`config.mk`:
```
export PLATFORM = sky130hd
export DESIGN_NAME = gth_port
export DESIGN_NICKNAME = d
export VERILOG_FILES = /design/src/gth_pkg.sv /design/src/gth_port.sv
export SDC_FILE = /design/constraint.sdc
export NUM_CORES = 1
export LEC_CHECK = 0
export BUFFER_PORTS_ARGS = -buffer_cell sky130_fd_sc_hd__buf_2
export CORE_AREA = 2 2 152 154
export DETAILED_ROUTE_END_ITERATION = 10
export DIE_AREA = 0 0 154 156
export PLACE_DENSITY = 0.71
export SLEW_MARGIN = 20
export SYNTH_ARGS = -nofsm -noshare
export SYNTH_HDL_FRONTEND = slang
export SYNTH_SLANG_ARGS = --single-unit
```
`constraint.sdc`:
```
create_clock -name clk -period 3.75 [get_ports clk]
set_clock_uncertainty 0.1 [all_clocks]
set_input_delay 0.1875 -clock clk [delete_from_list [all_inputs] [get_ports clk]]
set_output_delay 0.1875 -clock clk [all_outputs]
set_load 0.05 [all_outputs]
```
`src/gth_pkg.sv`:
```
// Constants and state types for the bus handshake port
package gth_pkg;

    // ****************************************************************
    // Widths and depths
    // ****************************************************************
    localparam int DATA_W = 8;
    localparam int ADDR_W = 5;
    localparam int RX_W = 9;
    localparam int RX_DEPTH = 16;

    // ****************************************************************
    // Address groups (seven-bit command codes)
    // ****************************************************************
    localparam logic [6:0] LISTEN_BASE = 7'h20;
    localparam logic [6:0] TALK_BASE = 7'h40;
    localparam logic [6:0] SECOND_BASE = 7'h60;
    localparam logic [6:0] UNLISTEN_CODE = 7'h3F;
    localparam logic [6:0] UNTALK_CODE = 7'h5F;

    // ****************************************************************
    // Timing
    // ****************************************************************
    localparam int CLK_PERIOD_NS = 40;
    localparam int SETTLE_NS = 100;
    localparam int SETTLE_CYC = (SETTLE_NS + CLK_PERIOD_NS - 1) / CLK_PERIOD_NS;

    // ****************************************************************
    // State machines
    // ****************************************************************
    typedef enum logic [1:0] {
        ACC_OFF,
        ACC_RDY,
        ACC_TAKE,
        ACC_DONE
    } gth_acc_t;

    typedef enum logic [1:0] {
        SRC_IDLE,
        SRC_SETL,
        SRC_VALID
    } gth_src_t;

endpackage

```
`src/gth_port.sv`:
```
// Instrument-side bus port: receive FIFO, acceptor, source, addressing
`timescale 1ns/1ps

// ********************************************************************
// Receive FIFO
// ********************************************************************
module gth_fifo #(
    parameter int WIDTH = 9,
    parameter int DEPTH = 16
) (
    input wire logic clk,
    input wire logic reset,
    input wire logic in_valid,
    input wire logic [WIDTH-1:0] in_data,
    output logic in_ready,
    output logic out_valid,
    output logic [WIDTH-1:0] out_data,
    input wire logic out_ready
);
    localparam int AW = $clog2(DEPTH);

    typedef struct packed {
        logic [DEPTH-1:0][WIDTH-1:0] mem;
        logic [AW-1:0] wr;
        logic [AW-1:0] rd;
        logic [AW:0] cnt;
    } gth_fifo_t;

    gth_fifo_t q;
    gth_fifo_t d;
    logic push;
    logic pop;

    assign in_ready = q.cnt != (AW + 1)'(DEPTH);
    assign out_valid = q.cnt != '0;
    assign out_data = q.mem[q.rd];
    assign push = in_valid && in_ready;
    assign pop = out_valid && out_ready;

    always_comb begin
        d = q;
        if (push) begin
            d.mem[q.wr] = in_data;
            d.wr = AW'(q.wr + 1'b1);
        end
        if (pop) begin
            d.rd = AW'(q.rd + 1'b1);
        end
        unique case ({push, pop})
            2'b10: d.cnt = (AW + 1)'(q.cnt + 1'b1);
            2'b01: d.cnt = (AW + 1)'(q.cnt - 1'b1);
            default: d.cnt = q.cnt;
        endcase
    end

    always_ff @(posedge clk) begin
        if (reset) begin
            q <= '0;
        end else begin
            q <= d;
        end
    end

endmodule // gth_fifo

// ********************************************************************
// Overview of operation
// - Bus lines are low true, high released
// - Eight shared lines carry bytes and commands
// - One talker, many listeners, others unlisten
// - Primary address zero to thirty selects us; thirty-one only as talker
// - Listen byte is address OR 20h
// - Talk byte is address OR 40h
// - Secondary range 60h-7Fh is ignored
// - Talker sends response bytes, one per handshake
// - Attention marks command bytes, otherwise data
// - End-or-identify flags the final byte
// - Service request driven when user asks
// - Remote enable puts device in remote
// - Interface clear resets bus interface state
// - Only the source drives data valid
// - Acceptor holds not-ready until it can take
// - Acceptor holds not-accepted until byte latched
// - Source waits ready released, accepted asserted
// - Lines stable 100 ns before source evaluates
// - Valid low, then not-ready, then accepted release
// - Transfer paced by slowest acceptor, wired
// - Source drops valid and data after acceptance
// - Clear idles both talker and listener
// - Unlisten puts listener in idle
// ********************************************************************
module gth_port
    import gth_pkg::*;
(
    input wire logic clk,
    input wire logic reset,
    input wire logic [ADDR_W-1:0] primary_addr,
    input wire logic [DATA_W-1:0] dio_in_n,
    output logic [DATA_W-1:0] dio_out_n,
    output logic dio_oe,
    input wire logic dav_in_n,
    output logic dav_out_n,
    output logic dav_oe,
    input wire logic nrfd_in_n,
    output logic nrfd_out_n,
    output logic nrfd_oe,
    input wire logic ndac_in_n,
    output logic ndac_out_n,
    output logic ndac_oe,
    input wire logic eoi_in_n,
    output logic eoi_out_n,
    output logic eoi_oe,
    output logic srq_out_n,
    output logic srq_oe,
    input wire logic atn_n,
    input wire logic ifc_n,
    input wire logic ren_n,
    input wire logic srq_req,
    input wire logic tx_valid,
    input wire logic [DATA_W-1:0] tx_data,
    input wire logic tx_end,
    output logic tx_ready,
    output logic rx_valid,
    output logic [DATA_W-1:0] rx_data,
    output logic rx_end,
    input wire logic rx_ready,
    output logic cmd_strobe,
    output logic [DATA_W-1:0] cmd_byte,
    output logic is_listener,
    output logic is_talker,
    output logic is_remote
);
    localparam int IN_W = ADDR_W + DATA_W + 7;

    typedef struct packed {
        logic [IN_W-1:0] s1;
        logic [IN_W-1:0] s2;
        gth_acc_t acc;
        gth_src_t src;
        logic [1:0] settle;
        logic listen;
        logic talk;
        logic remote;
        logic rx_push;
        logic [RX_W-1:0] rx_word;
        logic cmd_stb;
        logic [DATA_W-1:0] cmd;
        logic [DATA_W-1:0] dio_n;
        logic dio_oe;
        logic dav_oe;
        logic nrfd_oe;
        logic ndac_oe;
        logic eoi_oe;
        logic srq_oe;
        logic tx_full;
        logic [RX_W-1:0] tx_buf;
        logic tx_rdy;
    } gth_state_t;

    gth_state_t q;
    gth_state_t d;

    logic [ADDR_W-1:0] pa;
    logic [DATA_W-1:0] bus_byte;
    logic dav_t;
    logic nrfd_t;
    logic ndac_t;
    logic atn_t;
    logic ifc_t;
    logic ren_t;
    logic eoi_t;
    logic fifo_ready;
    logic [RX_W-1:0] fifo_out;
    logic involve;
    logic can_talk;

    // Own address match against one command group
    function automatic logic own_code(input logic [6:0] code,
                                      input logic [6:0] base,
                                      input logic [ADDR_W-1:0] addr);
        own_code = code == (base | {2'b00, addr});
    endfunction

    // ****************************************************************
    // Synchronised bus view, negative logic turned to true-high
    // ****************************************************************
    assign pa = q.s2[IN_W-1 -: ADDR_W];
    assign bus_byte = ~q.s2[DATA_W+6:7];
    assign dav_t = ~q.s2[6];
    assign nrfd_t = ~q.s2[5];
    assign ndac_t = ~q.s2[4];
    assign atn_t = ~q.s2[3];
    assign ifc_t = ~q.s2[2];
    assign ren_t = ~q.s2[1];
    assign eoi_t = ~q.s2[0];

    // A talker with attention released never listens to itself
    assign involve = atn_t || (q.listen && !q.talk);
    assign can_talk = q.talk && !atn_t;

    // ****************************************************************
    // Next state
    // ****************************************************************
    always_comb begin
        d = q;
        d.s1 = {primary_addr, dio_in_n, dav_in_n, nrfd_in_n, ndac_in_n,
                atn_n, ifc_n, ren_n, eoi_in_n};
        d.s2 = q.s1;
        d.rx_push = 1'b0;
        d.cmd_stb = 1'b0;
        d.remote = ren_t;
        d.srq_oe = srq_req;

        // Acceptor: lines are only pulled low, so the slowest one wins
        unique case (q.acc)
            ACC_OFF: begin
                d.nrfd_oe = 1'b0;
                d.ndac_oe = 1'b0;
                if (involve) begin
                    d.ndac_oe = 1'b1;
                    d.nrfd_oe = 1'b1;
                    d.acc = ACC_RDY;
                end
            end
            ACC_RDY: begin
                d.ndac_oe = 1'b1;
                // Data stalls here while the FIFO is full
                d.nrfd_oe = !(atn_t || fifo_ready);
                if (!involve) begin
                    d.acc = ACC_OFF;
                    d.nrfd_oe = 1'b0;
                    d.ndac_oe = 1'b0;
                end else if (dav_t && !q.nrfd_oe) begin
                    d.nrfd_oe = 1'b1;
                    d.acc = ACC_TAKE;
                    if (atn_t) begin
                        // Bit 8 is not part of the command code
                        if (bus_byte[6:5] == 2'b11) begin
                            d.acc = ACC_TAKE;
                        end else if (bus_byte[6:0] == UNLISTEN_CODE) begin
                            d.listen = 1'b0;
                        end else if (own_code(bus_byte[6:0], LISTEN_BASE,
                                              pa)) begin
                            d.listen = 1'b1;
                        end else if (own_code(bus_byte[6:0], TALK_BASE,
                                              pa)) begin
                            d.talk = 1'b1;
                        end else if (bus_byte[6:5] == 2'b10) begin
                            // Untalk or another device's talk address
                            d.talk = 1'b0;
                        end else if (bus_byte[6:5] == 2'b00) begin
                            d.cmd_stb = 1'b1;
                            d.cmd = bus_byte;
                        end
                    end else begin
                        d.rx_push = 1'b1;
                        d.rx_word = {eoi_t, bus_byte};
                    end
                end
            end
            ACC_TAKE: begin
                d.ndac_oe = 1'b0;
                d.acc = ACC_DONE;
            end
            ACC_DONE: begin
                if (!involve) begin
                    d.acc = ACC_OFF;
                    d.nrfd_oe = 1'b0;
                end else if (!dav_t) begin
                    d.ndac_oe = 1'b1;
                    d.acc = ACC_RDY;
                end
            end
        endcase

        // One-byte transmit holding register
        if (tx_valid && q.tx_rdy) begin
            d.tx_full = 1'b1;
            d.tx_buf = {tx_end, tx_data};
        end

        // Source
        unique case (q.src)
            SRC_IDLE: begin
                d.dav_oe = 1'b0;
                d.dio_oe = 1'b0;
                d.eoi_oe = 1'b0;
                if (can_talk && q.tx_full) begin
                    d.dio_n = ~q.tx_buf[DATA_W-1:0];
                    d.dio_oe = 1'b1;
                    d.eoi_oe = q.tx_buf[DATA_W];
                    d.settle = '0;
                    d.src = SRC_SETL;
                end
            end
            SRC_SETL: begin
                if (!can_talk) begin
                    d.dio_oe = 1'b0;
                    d.eoi_oe = 1'b0;
                    d.src = SRC_IDLE;
                end else if (nrfd_t || !ndac_t) begin
                    d.settle = '0;
                end else if (q.settle == 2'(SETTLE_CYC - 1)) begin
                    d.dav_oe = 1'b1;
                    d.src = SRC_VALID;
                end else begin
                    d.settle = 2'(q.settle + 1'b1);
                end
            end
            SRC_VALID: begin
                if (!can_talk) begin
                    d.dav_oe = 1'b0;
                    d.dio_oe = 1'b0;
                    d.eoi_oe = 1'b0;
                    d.src = SRC_IDLE;
                end else if (!ndac_t) begin
                    // All acceptors have the byte
                    d.dav_oe = 1'b0;
                    d.dio_oe = 1'b0;
                    d.eoi_oe = 1'b0;
                    d.tx_full = 1'b0;
                    d.src = SRC_IDLE;
                end
            end
            default: begin
                d.src = SRC_IDLE;
            end
        endcase

        // Interface clear overrides everything on the bus side except service request and remote enable
        if (ifc_t) begin
            d.listen = 1'b0;
            d.talk = 1'b0;
            d.acc = ACC_OFF;
            d.src = SRC_IDLE;
            d.dav_oe = 1'b0;
            d.dio_oe = 1'b0;
            d.eoi_oe = 1'b0;
            d.nrfd_oe = 1'b0;
            d.ndac_oe = 1'b0;
            d.rx_push = 1'b0;
            d.cmd_stb = 1'b0;
        end
        d.tx_rdy = !d.tx_full;
    end

    always_ff @(posedge clk) begin
        if (reset) begin
            // Line samples start released: no false clear or attention
            q <= '0;
            q.s1 <= '1;
            q.s2 <= '1;
        end else begin
            q <= d;
        end
    end

    gth_fifo #(
        .WIDTH(RX_W),
        .DEPTH(RX_DEPTH)
    ) u_rx_fifo (
        .clk(clk),
        .reset(reset),
        .in_valid(q.rx_push),
        .in_data(q.rx_word),
        .in_ready(fifo_ready),
        .out_valid(rx_valid),
        .out_data(fifo_out),
        .out_ready(rx_ready)
    );

    // ****************************************************************
    // Outputs; control lines only ever pull low, data lines drive both levels
    // ****************************************************************
    assign dio_out_n = q.dio_n;
    assign dio_oe = q.dio_oe;
    assign dav_out_n = 1'b0;
    assign dav_oe = q.dav_oe;
    assign nrfd_out_n = 1'b0;
    assign nrfd_oe = q.nrfd_oe;
    assign ndac_out_n = 1'b0;
    assign ndac_oe = q.ndac_oe;
    assign eoi_out_n = 1'b0;
    assign eoi_oe = q.eoi_oe;
    assign srq_out_n = 1'b0;
    assign srq_oe = q.srq_oe;
    assign tx_ready = q.tx_rdy;
    assign rx_data = fifo_out[DATA_W-1:0];
    assign rx_end = fifo_out[DATA_W];
    assign cmd_strobe = q.cmd_stb;
    assign cmd_byte = q.cmd;
    assign is_listener = q.listen;
    assign is_talker = q.talk;
    assign is_remote = q.remote;
endmodule // gth_port

```
==> results.cfg <==
[clock_tree]
insertion_delay_ns = 0.53
htreeDepth = 1
postCtsSetupBuffers = 0
root_buffer = clkbuf_16
clkSinkCount = 250
cts_buffer_depth = 3
clk_pin_slew_ns = 0.06
numCtsBuffers = 26
hold_buffers = 31
cts_resized = 0
cts_tree = built

[finish]
antenna_cells = 0
fin_nets = 1107
multi_input_area_um2 = 5190
syn_to_final_growth_pct = 10.9
seqCellArea_um2 = 5010
drive_above_1_share_pct = 19.6
post-route-util_pct = 54.4
nFillCells = 1898

[setup_path]
r2r-end = u_rx_fifo.q[4]
worst_r2r_startpoint = u_rx_fifo.q[0]
worstPathCellList = buf_4, mux4_2, a22oi_1, nand2_1, buf_2
endpoint_kind = output port
cpMaxStageDelayCell = dfxtp_2
rr_worst_depth = 9
setup.worst_path.class = flop to output port
cp-endpoint = rx_data[4]
cp.arrival_ns = 2.71
slowest_delay_ns = 0.69
path_max_fanout = 16
cp-startpoint = u_rx_fifo.q[5]
crit_required_ns = 3.46
rrSetupSlack_ns = 0.79
start_kind = flop

[pwr]
p_switching_mw = 1.12
p_leak_nw = 4.24
comb_power_share_pct = 2.8
p_int_mw = 4.10
seq_power_share_pct = 51.7
p_per_area_nw_per_um2 = 429
swShare_pct = 21.5
clkPwrFrac_pct = 45.5
ir_drop_mv = 0.421

[placed_design]
numPortBuffers = 70
routabilityCongestion = 0.785
place_hpwl_mm = 13.3

[die]
die_x_um = 154
dieHeight_um = 156
ioPinCount = 76
dieArea_um2 = 24000
initial_core_util_pct = 49.1
rows = 55
core_um2 = 22400

[global_routing]
grt_max_degree = 128
grt_pass1_wl_mm = 34.6
track_usage_pct = 17.3
grt_pass1_vias = 6794
antenna_found_initial = 0
grt-ovfl-total = 0

[logic_synthesis]
synth_seq_cells = 250
synth.area.top_cells = dfxtp_1 46%, mux2i_1 14%, mux4_2 7.4%, nor2_1 6.7%, a2111oi_4 4.0%
syn-cell-area_um2 = 11000
synth_edf_count = 0
ys_async_sr_fraction_pct = 0
syn-instance-count = 1023
ys_seq_area_share_pct = 45.6
yosys.area.top_type = dfxtp_1
synthDistinctLibCells = 57
avgSynthCellArea_um2 = 10.7
yosys_warnings = 0
synth_top_area_share_pct = 45.6
synth_ff_type = dfxtp_1

[detailed_routing]
vias = 7113
drtIter0Drc = 338
drt_first_pass_iters = 6
vias_per_cell = 5.23
wire_per_inst_um = 15.3
drc = 0
drt-total-wl_mm = 20.8
ant_nets = 0

[sta]
max_freq_mhz = 333
hold_viol = 0
rsz0062_at_grt = no
slew_viol_final = 0
setup_tns_ns = 0
worstMarginPinSlew_ns = 1.06
whs_ns = 0.0892
setup_viol = 0
post-route-period-util_pct = 80.0
maxSlewHeadroom_pct = 29.5
period_needed_ns = 3.00

[job]
drv_cap = 0

[hold_path]
hold_path_class = input pin to flop

[run_status]
status = finished clean
-- per-layer routing --
metal	wire [µm]	part of all wire (%)	vias up	GRT usage [%]
li1	-	-	3564	-
met1	9800	47	3399	23.4
met2	9760	47	122	28.6
met3	828	4.0	28	3.06
met4	427	2.1	0	4.63
met5	0	0	-	0
-- cells by family (layout without fill, tap and decap cells) --
logic type / after synthesis / count (layout) / share of synthesized area, %
flops: 250 / 250 / 45.6
fa+ha+maj: 15 / 15 / 1.78
other cells: 1 / 5 / 0.0342
xor+xnor: 12 / 12 / 0.958
mux: 186 / 186 / 21.1
compound gates: 107 / 107 / 9.40
buf+inv: 122 / 170 / 7.18
simple gates: 330 / 330 / 13.9
-- cell type report --
type,count,area share [%]
Inverter,13,0.401
Clock buffer,38,6.05
Multi-Input combinational cell,655,42.7
Sequential cell,250,41.2
Clock inverter,7,0.432
Tap cell,285,2.93
Timing Repair Buffer,112,6.36
-- worst max-delay path, delay by kind of cell (launching register included) --
family | cells | cell delay, ns
AOI/OAI and AO/OA | 1 | 0.23
buffers and inverters | 2 | 0.59
DFF | 1 | 0.69
muxes | 1 | 0.52
and+or+nand+nor | 1 | 0.15
-- cells in the final DEF, fill, tap and decap left out, types with 4 or more instances in the layout --
| cell type | Yosys | routed |
|---|---|---|
| buf_2 | 9 | 69 |
| clkbuf_1 | 35 | 8 |
| mux4_2 | 36 | 36 |
| xnor2_1 | 6 | 6 |
| a2111oi_4 | 16 | 16 |
| or2_1 | 11 | 11 |
| nor2_1 | 195 | 195 |
| and2_1 | 7 | 7 |
| nor2b_1 | 6 | 6 |
| buf_4 | 42 | 9 |
| inv_1 | 10 | 10 |
| xor2_1 | 6 | 6 |
| dfxtp_1 | 250 | 247 |
| or2_2 | 30 | 30 |
| clkbuf_8 | 0 | 4 |
| clkbuf_16 | 0 | 26 |
| nor3_1 | 4 | 4 |
| nand2_1 | 40 | 40 |
| a211oi_1 | 17 | 17 |
| o31ai_1 | 4 | 4 |
| conb_1 | 1 | 5 |
| dlygate4sd3_1 | 0 | 31 |
| nand3_1 | 7 | 7 |
| a22oi_1 | 18 | 18 |
| a21oi_1 | 32 | 32 |
| o21ai_0 | 5 | 5 |
| nand2b_1 | 4 | 4 |
| mux2i_1 | 148 | 148 |
| ha_1 | 14 | 14 |
| clkinv_2 | 0 | 4 |
-- flip-flops by register name, indices dropped and copies added, names as in the netlist, 5 cells and up, named ones only --
name         flops
cmd_byte         8
d               20
dio_out_n        8
pa               5
q               40
u_rx_fifo.q    157
-- power by group through the flow --
stage                     registers, mW  clock network [mW]  logic (mW)
after global routing               2.70                2.54       0.162
after detailed placement           2.76                   0       0.123
after floorplan                    2.76                   0      0.0861
final                              2.70                2.38       0.149
after global placement             2.76                   0       0.123
after CTS                          2.70                2.43       0.148
-- through the flow --
step | worst slack (ns) | area [µm²] | instances | power, mW
after floorplan | 0.974 | 11000 | 1027 | 2.85
after global placement | 0.846 | 11100 | 1284 | 2.88
after detailed placement | 0.783 | 11100 | 1284 | 2.88
after CTS | 0.690 | 12200 | 1360 | 5.28
after global routing | 0.547 | 12200 | 1360 | 5.40
final | 0.750 | 12200 | 1360 | 5.22
-- cell usage after synthesis (7+ instances only) --
cell,n
ha_1,14
a211oi_1,17
a2111oi_4,16
mux4_2,36
and2_1,7
nand3_1,7
mux2i_1,148
or2_1,11
clkbuf_1,35
buf_6,20
a21oi_1,32
a22oi_1,18
buf_2,9
nor2_1,195
or2_2,30
dfxtp_1,250
nand2_1,40
buf_4,42
inv_1,10
-- worst min-delay path by stage --
stage / start / end / cells past startpoint
floorplan: eoi_in_n / d[53] / 1
global placement: atn_n / d[56] / 2
detailed placement: ifc_n / d[55] / 2
CTS: tx_valid / q[4] / 4
global route: tx_valid / q[5] / 4
finish: tx_valid / q[5] / 4
Power figures use the tool's default switching activity.
